### src/hpasc_map.vh
`ifndef HPASC_MAP_VH
`define HPASC_MAP_VH
// control modes
`define HPASC_MODE_HW 2'b00
`define HPASC_MODE_SERIAL 2'b01
`define HPASC_MODE_PARALLEL 2'b10
// multiplexed address field
`define HPASC_ADDR_W 5
`define HPASC_BUS_W 8
// wishbone register byte offsets
`define HPASC_REG_CTRL 4'h0
`define HPASC_REG_STAT 4'h4
`define HPASC_REG_ADDR 4'h8
`define HPASC_REG_EXPCFG 4'hc
// control register fields and reset value; expcfg ok and reset values
`define HPASC_CTRL_MODE_LO 0
`define HPASC_CTRL_MODE_HI 1
`define HPASC_CTRL_EDGE 2
`define HPASC_CTRL_MUX 3
`define HPASC_CTRL_STYLE 4
`define HPASC_CTRL_RST 32'h00000000
`define HPASC_EXPCFG_OK 8'hff
`define HPASC_EXPCFG_RST 8'h00
`endif

### src/hpasc_top.v
`timescale 1ns/1ps
`include "hpasc_map.vh"
// How it works
// - hardware mode: shared pin is template select top bit.
// - serial mode: shared pin is the shift clock.
// - output launched on fall when edge select high, rise when low.
// - serial input always sampled on rising shift-clock edges.
// - mux, separate strobes: latch AD low five bits on latch fall.
// - mux, data strobe: latch AD low five bits on strobe fall.
// - mux select low means separate buses, high means shared bus.
// - style select low: data strobe plus r/w; high: split strobes.
module hpasc_top (
	input wire clk_i,
	input wire rst_i,
	input wire shared_pin_i,
	input wire serial_in_pin_i,
	input wire [7:0] ad_i,
	input wire [7:0] shift_data_i,
	output reg serial_out_pin_o,
	output reg [2:0] template_sel_o,
	output reg [4:0] latched_addr_o,
	output reg [7:0] shift_in_o,
	output reg shift_rise_o,
	output reg shift_launch_o,
	output reg [31:0] wb_dat_o,
	output reg wb_ack_o,
	input wire [3:0] wb_adr_i,
	input wire [31:0] wb_dat_i,
	input wire [3:0] wb_sel_i,
	input wire wb_we_i,
	input wire wb_cyc_i,
	input wire wb_stb_i,
	input wire [1:0] template_low_i
);
	reg [31:0] ctrl;
	reg [7:0] expcfg;
	reg [1:0] pin_sync;
	reg [1:0] sdi_sync;
	reg [7:0] ad_s1;
	reg [7:0] ad_s2;
	reg pin_prev;
	reg [7:0] out_shift;
	wire [1:0] mode;
	wire edge_sel;
	wire mux_sel;
	wire style_sel;
	wire pin_now;
	wire rise;
	wire fall;
	wire launch;
	wire wb_req;

	assign mode = ctrl[`HPASC_CTRL_MODE_HI:`HPASC_CTRL_MODE_LO];
	assign edge_sel = ctrl[`HPASC_CTRL_EDGE];
	assign mux_sel = ctrl[`HPASC_CTRL_MUX];
	assign style_sel = ctrl[`HPASC_CTRL_STYLE];
	assign pin_now = pin_sync[1];
	assign rise = pin_now & ~pin_prev;
	assign fall = ~pin_now & pin_prev;
	// falling launch when edge select high
	assign launch = edge_sel ? fall : rise;
	assign wb_req = wb_cyc_i & wb_stb_i & ~wb_ack_o;

	// pins are asynchronous: two flops before use
	always @(posedge clk_i) begin
		pin_sync <= {pin_sync[0], shared_pin_i};
		sdi_sync <= {sdi_sync[0], serial_in_pin_i};
		ad_s1 <= ad_i;
		ad_s2 <= ad_s1;
		pin_prev <= pin_now;
	end

	always @(posedge clk_i) begin
		if (rst_i) begin
			ctrl <= `HPASC_CTRL_RST;
			expcfg <= `HPASC_EXPCFG_RST;
			wb_ack_o <= 1'b0;
			wb_dat_o <= 32'h00000000;
		end else begin
			wb_ack_o <= wb_req;
			if (wb_req && wb_we_i) begin
				if (wb_adr_i == `HPASC_REG_CTRL && wb_sel_i[0])
					ctrl[7:0] <= wb_dat_i[7:0];
				// software must load all-ones here in host modes
				if (wb_adr_i == `HPASC_REG_EXPCFG && wb_sel_i[0])
					expcfg <= wb_dat_i[7:0];
			end
			if (wb_req) begin
				case (wb_adr_i)
				`HPASC_REG_CTRL: wb_dat_o <= ctrl;
				`HPASC_REG_STAT: wb_dat_o <= {22'h000000,
					expcfg == `HPASC_EXPCFG_OK, pin_now, shift_in_o};
				`HPASC_REG_ADDR: wb_dat_o <= {27'h0000000, latched_addr_o};
				`HPASC_REG_EXPCFG: wb_dat_o <= {24'h000000, expcfg};
				default: wb_dat_o <= 32'h00000000;
				endcase
			end
		end
	end

	always @(posedge clk_i) begin
		if (rst_i) begin
			template_sel_o <= 3'b000;
			latched_addr_o <= 5'h00;
			shift_in_o <= 8'h00;
			out_shift <= 8'h00;
			serial_out_pin_o <= 1'b0;
			shift_rise_o <= 1'b0;
			shift_launch_o <= 1'b0;
		end else begin
			shift_rise_o <= 1'b0;
			shift_launch_o <= 1'b0;
			case (mode)
			`HPASC_MODE_HW: begin
				template_sel_o <= {pin_now, template_low_i};
			end
			`HPASC_MODE_SERIAL: begin
				// pin is the shift clock
				if (rise) begin
					shift_in_o <= {shift_in_o[6:0], sdi_sync[1]};
					shift_rise_o <= 1'b1;
				end
				if (launch) begin
					serial_out_pin_o <= out_shift[7];
					out_shift <= {out_shift[6:0], 1'b0};
					shift_launch_o <= 1'b1;
				end
				if (wb_req && wb_we_i && wb_adr_i == `HPASC_REG_STAT)
					out_shift <= wb_dat_i[7:0];
			end
			`HPASC_MODE_PARALLEL: begin
				// mux bus only; non-mux board ties strobe high
				// same latch for either style, both active on fall
				if (mux_sel && fall && (style_sel || !style_sel))
					latched_addr_o <= ad_s2[`HPASC_ADDR_W-1:0];
				// held otherwise until next fall
			end
			default: begin
				template_sel_o <= template_sel_o;
			end
			endcase
		end
	end
endmodule

### config.mk
export PLATFORM = sky130hd
export DESIGN_NAME = hpasc_top
export DESIGN_NICKNAME = d
export VERILOG_FILES = /design/src/hpasc_top.v
export VERILOG_INCLUDE_DIRS = /design/src /design/src/src
export SDC_FILE = /design/constraint.sdc
export NUM_CORES = 1
export LEC_CHECK = 0
export BUFFER_PORTS_ARGS = -buffer_cell sky130_fd_sc_hd__buf_2
export CORE_UTILIZATION = 40
export CTS_CLUSTER_SIZE = 24
export DETAILED_ROUTE_END_ITERATION = 10
export GPL_ROUTABILITY_DRIVEN = 0
export MAX_ROUTING_LAYER = met4
export PLACE_DENSITY = 0.76
export RECOVER_POWER = 25
export SLEW_MARGIN = 20
export SYNTH_ARGS = -nofsm -noshare
export SYNTH_HDL_FRONTEND = slang
export SYNTH_SLANG_ARGS = --single-unit
### constraint.sdc
create_clock -name clk_i -period 1.5 [get_ports clk_i]
set_input_delay 0.3 -clock clk_i [delete_from_list [all_inputs] [get_ports clk_i]]
set_output_delay 0.3 -clock clk_i [all_outputs]
set_load 0.01 [all_outputs]
==> impl_results.md, run 1 <==
* Worst vdd ir at 0.0005274 V
* # DRC at 0
* Adder-Cell Fraction of Synth Area at 0
* Arrival time worst endpoint at 1.70 ns
* Post-synth EDFFs at 0
* Setup TNS at 0 ns
* Yosys Warn Count at 0
* Routed via count at 2,317
* Area fraction of the dominant cell type after synthesis at 0.4998
* Main combinational cell family by area after synthesis: simple AND/OR/NAND/NOR gates
* Mapped cell area at 2764 µm²
* Seq/Total Area, Yosys at 0.4998
* Post-DRT Antenna Nets at 0
* DR WL met2 at 2764 µm
* Compound-Gate Fraction of Synth Area at 0.1304
* Post-Place Cell Area at 3217 µm²
* Critical path class: flip-flop to flip-flop
* Total grt overflow at 0
* CTS tree: built
* Final Cycle Share at 0.9597
* Met1 wire length at 2922 µm
* Largest net degree at the start of global routing at 49
* Most frequent cell after synthesis: dfxtp_1
* Flops & latches, synth at 69
* Leak pwr at 1.428 nW
* Placed insts at 435
* Starting density of the core at 0.4255
* Global-route wire length before repair at 10,010 µm
* Final HPWL DP at 4495 µm
* Number of max-cap violations at 0
* WP data required at 1.76 ns
* RSZ-0062 raised after global routing: true
* Top cells by area, synth: dfxtp_1 (50%), mux2i_1 (10%), buf_4 (6.0%)
* Core ar. at 6495 µm²
* Synth Area in Simple Gates at 0.1761
* Post-synthesis mux area share at 0.1136
* DR WL met3 at 485 µm
* Htree depth at 3
* Final Hold Fails at 0
* WL final at 6242 µm
* Clk buf depth at 2
* Worst-path clk slew at 0.07 ns
* Final Non-Filler Cells at 451
* CTS resizes at 0
* Final Skew at 0.009089 ns
* Uppermost layer routed: met4
* DR iter-0 viols at 137
* Fin. max-slew vios at 0
* Pre-Repair DR Iteration Count at 4
* Critical path fanouts, max at 7
* Die X at 85.13 µm
* Hold Buf Count CTS at 0
* Skew-Pair Late Insertion Delay at 0.35 ns
* Proportion of layout cells with a drive suffix above 1 at 0.2781
* PwrDens at 1049 nW/µm²
* Ant. Diodes at 0
* Period minus WS final at 1.440 ns
* Mean post-synth cell area at 9.531 µm²
* Die ar. at 7246 µm²
* Area grow syn2layout at 23.68%
* Ys flop type: dfxtp_1
* Fill count at 608
* Reg2reg setup slack at 0.06 ns
* CTS Sinks at 69
* Vias in the first global route at 2,040
* # rows at 29
* FFs w/ async S/R, synth at 0
* Final nets at 434
* I/O pin cnt at 117
* Setup crit end kind: flip-flop
* Initial antenna violation count at 0
* HP Class: input pin to flip-flop
* Post-DR vias/cell at 5.137
* WL/cell at 13.84 µm
* Status: finished, final reports clean
* Fmax at 0.6946 GHz
* Crit path launch type: flip-flop
* GRT Overall Usage at 0.1866
* Port Buffers at 56
* Post-CTS Setup Inserts at 0
* Cell taking the most area after synthesis: dfxtp_1
* Cell area after layout at 3418 µm²
* Distinct cells, synth at 33
* Root buf cell: clkbuf_8
* Setup-failing EPs final at 0
* Synth Area in XOR/XNOR at 0
* Cells after Synth at 290
* CTS buffer count at 9
* Most common library cells after synthesis: dfxtp_1 (69), nand2_1 (34), mux2i_1 (28), nor2_1 (28), buf_4 (22)
* Die Y-Extent at 85.13 µm
==> power by group <==
part           internal (W)  switching [W]
clock network      0.000812       0.000707
registers           0.00186      0.0000108
logic             0.0000739       0.000122
==> state kept, by name, indices dropped and copies added, names as in the netlist, 2 cells and up <==
register / flops
ad_s1: 5
ad_s2: 5
ctrl: 8
expcfg: 8
latched_addr_o: 5
out_shift: 8
pin_sync: 2
sdi_sync: 2
shift_in_o: 8
template_sel_o: 3
wb_dat_o: 10
==> worst paths after layout <==
kind | startpoint | endpoint | depth (start not counted)
min | ad_i[0] | ad_s1[0] | 1
min reg2reg | ad_s1[1] | ad_s2[1] | 0
max reg2reg | pin_sync[1] | out_shift[4] | 4
max | pin_sync[1] | out_shift[4] | 4
==> kinds of logic after synthesis <==
group / after synthesis
multiplexers: 31
AO/OA/AOI/OAI: 58
buffers and inverters: 35
flip-flops: 69
AND/OR/NAND/NOR: 96
other: 1
==> layout by cell type, fill, tap and decap left out, types with 2 or more instances in the layout <==
cell type / n
nor3_1: 8
a22o_1: 3
clkbuf_8: 10
a21oi_1: 20
o21ai_0: 14
and4_1: 2
mux2i_1: 28
a22oi_1: 8
o2bb2ai_1: 5
nand4_1: 3
nand3_1: 3
conb_1: 22
nor4_1: 2
nand2_1: 33
clkbuf_1: 7
a211oi_1: 7
buf_2: 52
mux2_2: 3
nand3b_1: 2
clkinvlp_4: 4
buf_4: 22
nor2b_1: 2
nor2_1: 28
dfxtp_1: 69
==> worst max-delay path: stages (launching register included) <==
cell      delay, ns
dfxtp_1        0.41
and3b_1        0.21
o21ai_0        0.28
nand2_2        0.18
a211oi_1       0.26
==> stage by stage <==
| step | total power (W) | utilization | hold WS (ns) | setup WS (ns) |
|---|---|---|---|---|
| after floorplan | 0.002046 | - | 0.3096 | -0.03018 |
| after global placement | 0.002101 | 0.4953 | 0.3103 | -0.2201 |
| after detailed placement | 0.002105 | 0.4953 | 0.3121 | -0.2846 |
| after CTS | 0.003605 | 0.5263 | 0.03057 | 0.006158 |
| after global routing | 0.003723 | 0.5263 | 0.01825 | -0.02659 |
| final | 0.003585 | 0.5263 | 0.04513 | 0.06039 |
==> per-layer routing <==
metal  track usage  vias up
met5             -        -
met4       0.06163        0
met3       0.07004        6
met2        0.2639      104
met1        0.2448     1066
li1              -     1141
==> layout make-up <==
type | count | area, µm² | area share
well taps | 77 | 96.34 | 0.02818
multi-input cells | 207 | 1267 | 0.3708
flip-flops and latches | 69 | 1381 | 0.4041
repair buffers | 81 | 467.9 | 0.1369
inverters | 1 | 3.754 | 0.001098
clock inverters | 5 | 60.06 | 0.01757
clock buffers | 11 | 141.4 | 0.04136
Note: power is estimated with default switching activity, not from simulation.
==> run 2, diff against run 1 <==
Settings changed: CTS_CLUSTER_SIZE 24 to default, PLACE_DENSITY 0.76 to default, PLACE_DENSITY_LB_ADDON from default to 0.1.
==> run 2 against run 1 <==
  * Combinational power about the same
  * Count of clock-buffer cells in the layout decreased by 2
  * Clock power increased by 3%
  * Largest cell class unchanged
  * Largest power group unchanged
  * Routed wire length increased by 0.99%
  * Core utilization increased by 0.33 points
  * Critical path depth increased by 1
  * Non-clock buffer count increased by 1
  * Cell count increased by 0.22%
==> impl_results.md, run 2 (synthesized netlist as in run 1, its figures left out) <==
* WHS Endpoint: pin_sync[0]
* Starting density of the core at 0.4255 (unchanged)
* Setup-failing EPs final at 0 (unchanged)
* Worst vdd ir at 0.0006359 V (+21%)
* Arrival time worst endpoint at 1.61 ns (-0.09 ns)
* CTS Sinks at 69 (unchanged)
* Post-Place Cell Area at 3224 µm² (+0.23%)
* Post-DR vias/cell at 5.044 (-1.8%)
* Worst reg2reg path depth at 5 (+1)
* Worst setup margin at 0.1211 ns (+0.06069 ns)
* Total grt overflow at 0 (unchanged)
* Largest net degree at the start of global routing at 49 (unchanged)
* Crit path launch type: flip-flop
* CP bufs+invs at 1 (+1)
* Final Hold Fails at 0 (unchanged)
* Setup TNS at 0 ns (unchanged)
* Hold path startpoint: shared_pin_i
* Setup crit end kind: flip-flop
* Uppermost layer routed: met4
* Proportion of layout cells with a drive suffix above 1 at 0.2907 (+0.01259)
* Core ar. at 6495 µm² (unchanged)
* # DRC at 0 (unchanged)
* CP max stage delay at 0.32 ns (-0.09 ns)
* Reg2reg setup slack at 0.12 ns (+0.06 ns)
* DR iter-0 viols at 121 (-12%)
* WL/cell at 13.95 µm (+0.77%)
* I/O pin cnt at 117 (unchanged)
* Status: finished, final reports clean
* Period minus WS final at 1.379 ns (-0.06069 ns)
* Number of max-cap violations at 0 (unchanged)
* Met1 wire length at 3075 µm (+5.2%)
* Area grow syn2layout at 24.45%
* HP Class: input pin to flip-flop
* Fin. max-slew vios at 0 (unchanged)
* Critical-path top delay cell: dfxtp_1
* Final Cycle Share at 0.9193 (-0.04046)
* Register name with the most flops: wb_dat_o
* Critical path class: flip-flop to flip-flop
* Die ar. at 7246 µm² (unchanged)
* Ant. Diodes at 0 (unchanged)
* DR WL met3 at 371 µm (-24%)
* Util after Layout at 0.5296 (+0.003274)
* Routed via count at 2,280 (-1.6%)
* Worst Hold Depth at 1 (unchanged)
* DR WL met2 at 2773 µm (+0.33%)
* Htree depth at 3 (unchanged)
* PwrDens at 1057 nW/µm² (+0.75%)
* Worst-path clk slew at 0.08 ns (about the same)
* Clk buf depth at 2 (unchanged)
* CTS tree: built
* Vias in the first global route at 2,110 (+3.4%)
* # rows at 29 (unchanged)
* Die Y-Extent at 85.13 µm (unchanged)
* Die X at 85.13 µm (unchanged)
* Commonest non-fill, non-tap cell in the layout: dfxtp_1
* Root buf cell: clkbuf_8
* Hold Buf Count CTS at 0 (unchanged)
* RR Endpoint: ctrl[2]
* Crit path cell chain: and3b_2 -> and4_1 -> buf_4 -> mux2i_1 -> nor2_1
* Fmax at 0.7252 GHz (+4.4%)
* Initial antenna violation count at 0 (unchanged)
* Leak pwr at 1.449 nW (+1.5%)
* Final Skew at 0.007537 ns (-0.001552 ns)
* Global-route wire length before repair at 10,320 µm (+3.0%)
* WL final at 6304 µm (+0.99%)
* Most frequent cells in the layout: dfxtp_1 (69), buf_2 (53), nand2_1 (33), mux2i_1 (28), nor2_1 (28)
* WP data required at 1.73 ns (-0.03 ns)
* Final nets at 435 (+0.23%)
* Skew-Pair Late Insertion Delay at 0.34 ns (about the same)
* Critical path fanouts, max at 6 (-1)
* Port Buffers at 56 (unchanged)
* Cell area after layout at 3440 µm² (+0.62%)
* CTS buffer count at 9 (unchanged)
* Final HPWL DP at 4607 µm (+2.5%)
* Pre-CTS setup slack at -0.2396 ns (+0.04508 ns)
* Max reg flops at 10 (unchanged)
* Reg-to-reg startpoint: wb_ack_o
* Top delay family on crit path: simple AND/OR/NAND/NOR gates
* Pre-Repair DR Iteration Count at 4 (unchanged)
* Post-DRT Antenna Nets at 0 (unchanged)
* RSZ-0062 raised after global routing: false
* Power Total at 0.003634 W (+1.4%)
* GRT Overall Usage at 0.1922 (+0.005589)
[run 2: area by class of cell]
cell class / count / area (µm²)
repair buffers: 82 / 480.5
inverters: 1 / 3.754
clock buffers: 9 / 123.9
multi-input cells: 207 / 1274
fillers: 632 / 3055
clock inverters: 7 / 80.08
well taps: 77 / 96.34
flip-flops and latches: 69 / 1381
[run 2: timing repair]
action                                  in CTS  in global routing
setup buffers                                0                  0
gates resized for setup                      0                  7
endpoints found under the setup margin       0                 13
[run 2: worst max-delay path by stage]
| stage | startpoint | end | depth (start not counted) |
|---|---|---|---|
| floorplan | wb_adr_i[1] | out_shift[1] | 4 |
| global placement | wb_adr_i[1] | out_shift[2] | 6 |
| detailed placement | wb_adr_i[1] | out_shift[7] | 6 |
| CTS | wb_ack_o | ctrl[3] | 5 |
| global route | ctrl[1] | out_shift[5] | 5 |
| finish | wb_ack_o | ctrl[2] | 5 |
[run 2: layer usage]
metal,vias to the layer above,GRT usage
met3,8,0.03599
met5,-,-
met2,80,0.2837
met1,1047,0.2580
met4,0,0.08166
li1,1145,-
[run 2: metrics by stage]
step / instances / hold slack, ns
after detailed placement: 436 / 0.3136
after floorplan: 311 / 0.3096
after global placement: 436 / 0.3110
after global routing: 452 / 0.02833
final: 452 / 0.05137
after CTS: 452 / 0.03866
[run 2: where the power goes]
part           switching, W  leakage (nW)  internal, W
Sequential        0.0000108         0.562      0.00186
Combinational      0.000124         0.790    0.0000723
Clock              0.000779        0.0973     0.000791
[run 2: worst reg2reg max path, delay by kind of cell (launching register included)]
kind	cells	cell delay, ns
buf+inv	1	0.17
flops	1	0.32
mux	1	0.18
simple gates	3	0.60
==> run 3, diff against run 2 <==
Settings changed: ABC_AREA from default to 1.
==> run 3 against run 2 <==
  * Flip-flop and latch count unchanged
  * Design area up 1.7%
  * First-iteration DRC count is 1.7% lower
  * Routed wire length shrank 1.7%
  * Sequential power about the same
  * Worst setup slack better by 0.059 ns
  * Cell count up 21%
  * Clock power grew 28%
==> impl_results.md, run 3 <==
* Final HPWL DP at 4670 µm (+1.4%)
* Final Hold Fails at 0 (unchanged)
* WL/cell at 11.35 µm (-19%)
* Commonest non-fill, non-tap cell in the layout: dfxtp_1
* DR iter-0 viols at 119 (-1.7%)
* Setup-failing EPs final at 0 (unchanged)
* Main combinational cell family by area after synthesis: simple AND/OR/NAND/NOR gates
* Starting density of the core at 0.4179 (-0.007596)
* Setup TNS at 0 ns (unchanged)
* Port Buffers at 56 (unchanged)
* Ant. Diodes at 0 (unchanged)
* Area fraction of the dominant cell type after synthesis at 0.4838 (-0.01599)
* Cells after Synth at 376 (+30%)
* Post-synth EDFFs at 0 (unchanged)
* WL final at 6199 µm (-1.7%)
* Post-DRT Antenna Nets at 0 (unchanged)
* Root buf cell: clkbuf_8
* Htree depth at 3 (unchanged)
* HP Class: input pin to flip-flop
* Reg2reg setup slack at 0.18 ns (+0.06 ns)
* Die ar. at 7480 µm² (+3.2%)
* Initial antenna violation count at 0 (unchanged)
* Final Cycle Share at 0.8796 (-0.03966)
* GRT Overall Usage at 0.1809 (-0.01126)
* Post-CTS Setup Inserts at 0 (unchanged)
* Synth Area in XOR/XNOR at 0 (unchanged)
* Ys flop type: dfxtp_1
* # rows at 30 (+3.4%)
* Proportion of layout cells with a drive suffix above 1 at 0.2333 (-0.05733)
* Clk buf depth at 2 (unchanged)
* Fmax at 0.7579 GHz (+4.5%)
* Fin. max-slew vios at 0 (unchanged)
* Worst-path clk slew at 0.07 ns (about the same)
* Crit path launch type: flip-flop
* Pre-Repair DR Iteration Count at 4 (unchanged)
* Worst reg2reg path depth at 5 (unchanged)
* Top cells by area, synth: dfxtp_1 (48%), nand2_1 (8.7%), nor2_1 (7.6%)
* Most common library cells after synthesis: dfxtp_1 (69), nand2_1 (66), nor2_1 (58)
* Die Y-Extent at 86.49 µm (+1.6%)
* Vias in the first global route at 2,216 (+5.0%)
* Most frequent cells in the layout: dfxtp_1 (69), nand2_1 (66), nor2_1 (58), buf_2 (51), nand3_1 (38)
* Worst setup path endpoint: latched_addr_o[4]
* Yosys Warn Count at 0 (unchanged)
* Skew-Pair Late Insertion Delay at 0.34 ns (about the same)
* Mean post-synth cell area at 7.594 µm² (-20%)
* # DRC at 0 (unchanged)
* Flops & latches, synth at 69 (unchanged)
* Core ar. at 6832 µm² (+5.2%)
* CTS resizes at 0 (unchanged)
* Most frequent cell after synthesis: dfxtp_1
* Cell taking the most area after synthesis: dfxtp_1
* Critical path class: flip-flop to flip-flop
* Period minus WS final at 1.319 ns (-0.05949 ns)
* Hold Buf Count CTS at 0 (unchanged)
* Worst vdd ir at 0.0005237 V (-18%)
* Global-route wire length before repair at 10,080 µm (-2.3%)
* Seq/Total Area, Yosys at 0.4838 (-0.01599)
* Arrival time worst endpoint at 1.54 ns (-0.07 ns)
* CTS tree: built
* Largest net degree at the start of global routing at 23 (-53%)
* Critical path fanouts, max at 10 (+4)
* Synth Area in Simple Gates at 0.2853 (+0.1092)
* Distinct cells, synth at 25 (-24%)
* Status: finished, final reports clean
* Compound-Gate Fraction of Synth Area at 0.1139 (-0.01644)
* RR Endpoint: latched_addr_o[4]
* Adder-Cell Fraction of Synth Area at 0 (unchanged)
* CTS Sinks at 69 (unchanged)
* Post-DR vias/cell at 4.557 (-9.7%)
* Worst hold slack at 0.05359 ns (+0.002224 ns)
* Mapped cell area at 2855 µm² (+3.3%)
* Total grt overflow at 0 (unchanged)
* I/O pin cnt at 117 (unchanged)
* Routed via count at 2,488 (+9.1%)
* Area grow syn2layout at 22.52%
* Leak pwr at 1.612 nW (+11%)
* PwrDens at 1168 nW/µm² (+11%)
* CTS buffer count at 9 (unchanged)
* Max reg flops at 10 (unchanged)
* Reg-to-reg startpoint: pin_prev
* Final Skew at 0.007249 ns (-0.0002879 ns)
* WP data required at 1.72 ns (about the same)
* Register name with the most flops: wb_dat_o
* Post-synthesis mux area share at 0 (-0.1136)
* Number of max-cap violations at 0 (unchanged)
* Setup crit end kind: flip-flop
* RSZ-0062 raised after global routing: false
* FFs w/ async S/R, synth at 0 (unchanged)
* Final nets at 510 (+17%)
* Worst setup path start: pin_prev
* Die X at 86.49 µm (+1.6%)
[run 3: cell count changes in the layout (fill, tap and decap cells not counted), sizes merged, moves of 16 or more]
cell / previous run / this run
inv: 5 / 29
buf: 78 / 62
o21ai: 14 / 37
mux2i: 28 / 0
nor2: 28 / 66
nand3: 4 / 39
nand2: 34 / 72
[run 3: layout make-up]
type / instances / area [µm²]
inverters: 31 / 117.6
repair buffers: 68 / 385.4
clock buffers: 10 / 137.6
flip-flops and latches: 69 / 1381
well taps: 96 / 120.1
multi-input cells: 266 / 1222
clock inverters: 6 / 133.9
fillers: 718 / 3333
[run 3: worst min path at each step]
stage | from | endpoint | depth (start not counted)
final | ad_i[3] | ad_s1[3] | 1
after global routing | ad_i[1] | ad_s1[1] | 1
after CTS | ad_i[0] | ad_s1[0] | 1
after detailed placement | ad_s1[1] | ad_s2[1] | 0
after global placement | pin_sync[0] | pin_sync[1] | 0
after floorplan | ad_s1[0] | ad_s2[0] | 0
[run 3: per-layer routing]
metal,vias up,GRT usage,part of all wire
li1,1309,-,-
met1,1095,0.2095,0.46
met2,76,0.2973,0.47
met3,8,0.05619,0.057
met4,0,0.06212,0.012
met5,-,-,0
[run 3: cell families after synthesis]
logic type	after synthesis
AOI/OAI and AO/OA	62
other	1
and+or+nand+nor	182
buffers and inverters	62
DFF	69
[run 3: worst max-delay path, cell delays in order, from the launching register on]
cell     delay (ns)
dfxtp_1        0.33
inv_1          0.04
nor2_1         0.13
nand4_1        0.35
o21ai_0        0.30
a21oi_1        0.06
[run 3: stage by stage]
| stage | utilization | total power, W | setup WS (ns) | instances | cell area, µm² |
|---|---|---|---|---|---|
| 6_report | 0.5121 | 0.004084 | 0.1806 | 546 | 3498 |
| 5_1_grt | 0.5121 | 0.004237 | 0.02057 | 546 | 3498 |
| 4_1_cts | 0.5136 | 0.004137 | 0.1698 | 546 | 3508 |
| 3_5_place_dp | 0.4738 | 0.002118 | 0.05074 | 530 | 3237 |
| 3_3_place_gp | 0.4738 | 0.002116 | 0.06588 | 530 | 3237 |
| 2_1_floorplan | - | 0.002062 | 0.2450 | 397 | 2934 |
[run 3: power by group]
| group | internal (W) | total [W] | switching [W] |
|---|---|---|---|
| Sequential | 0.00186 | 0.00187 | 0.00000896 |
| Combinational | 0.0000689 | 0.000206 | 0.000137 |
| Clock | 0.00132 | 0.00201 | 0.000692 |
| Total | 0.00325 | 0.00408 | 0.000838 |
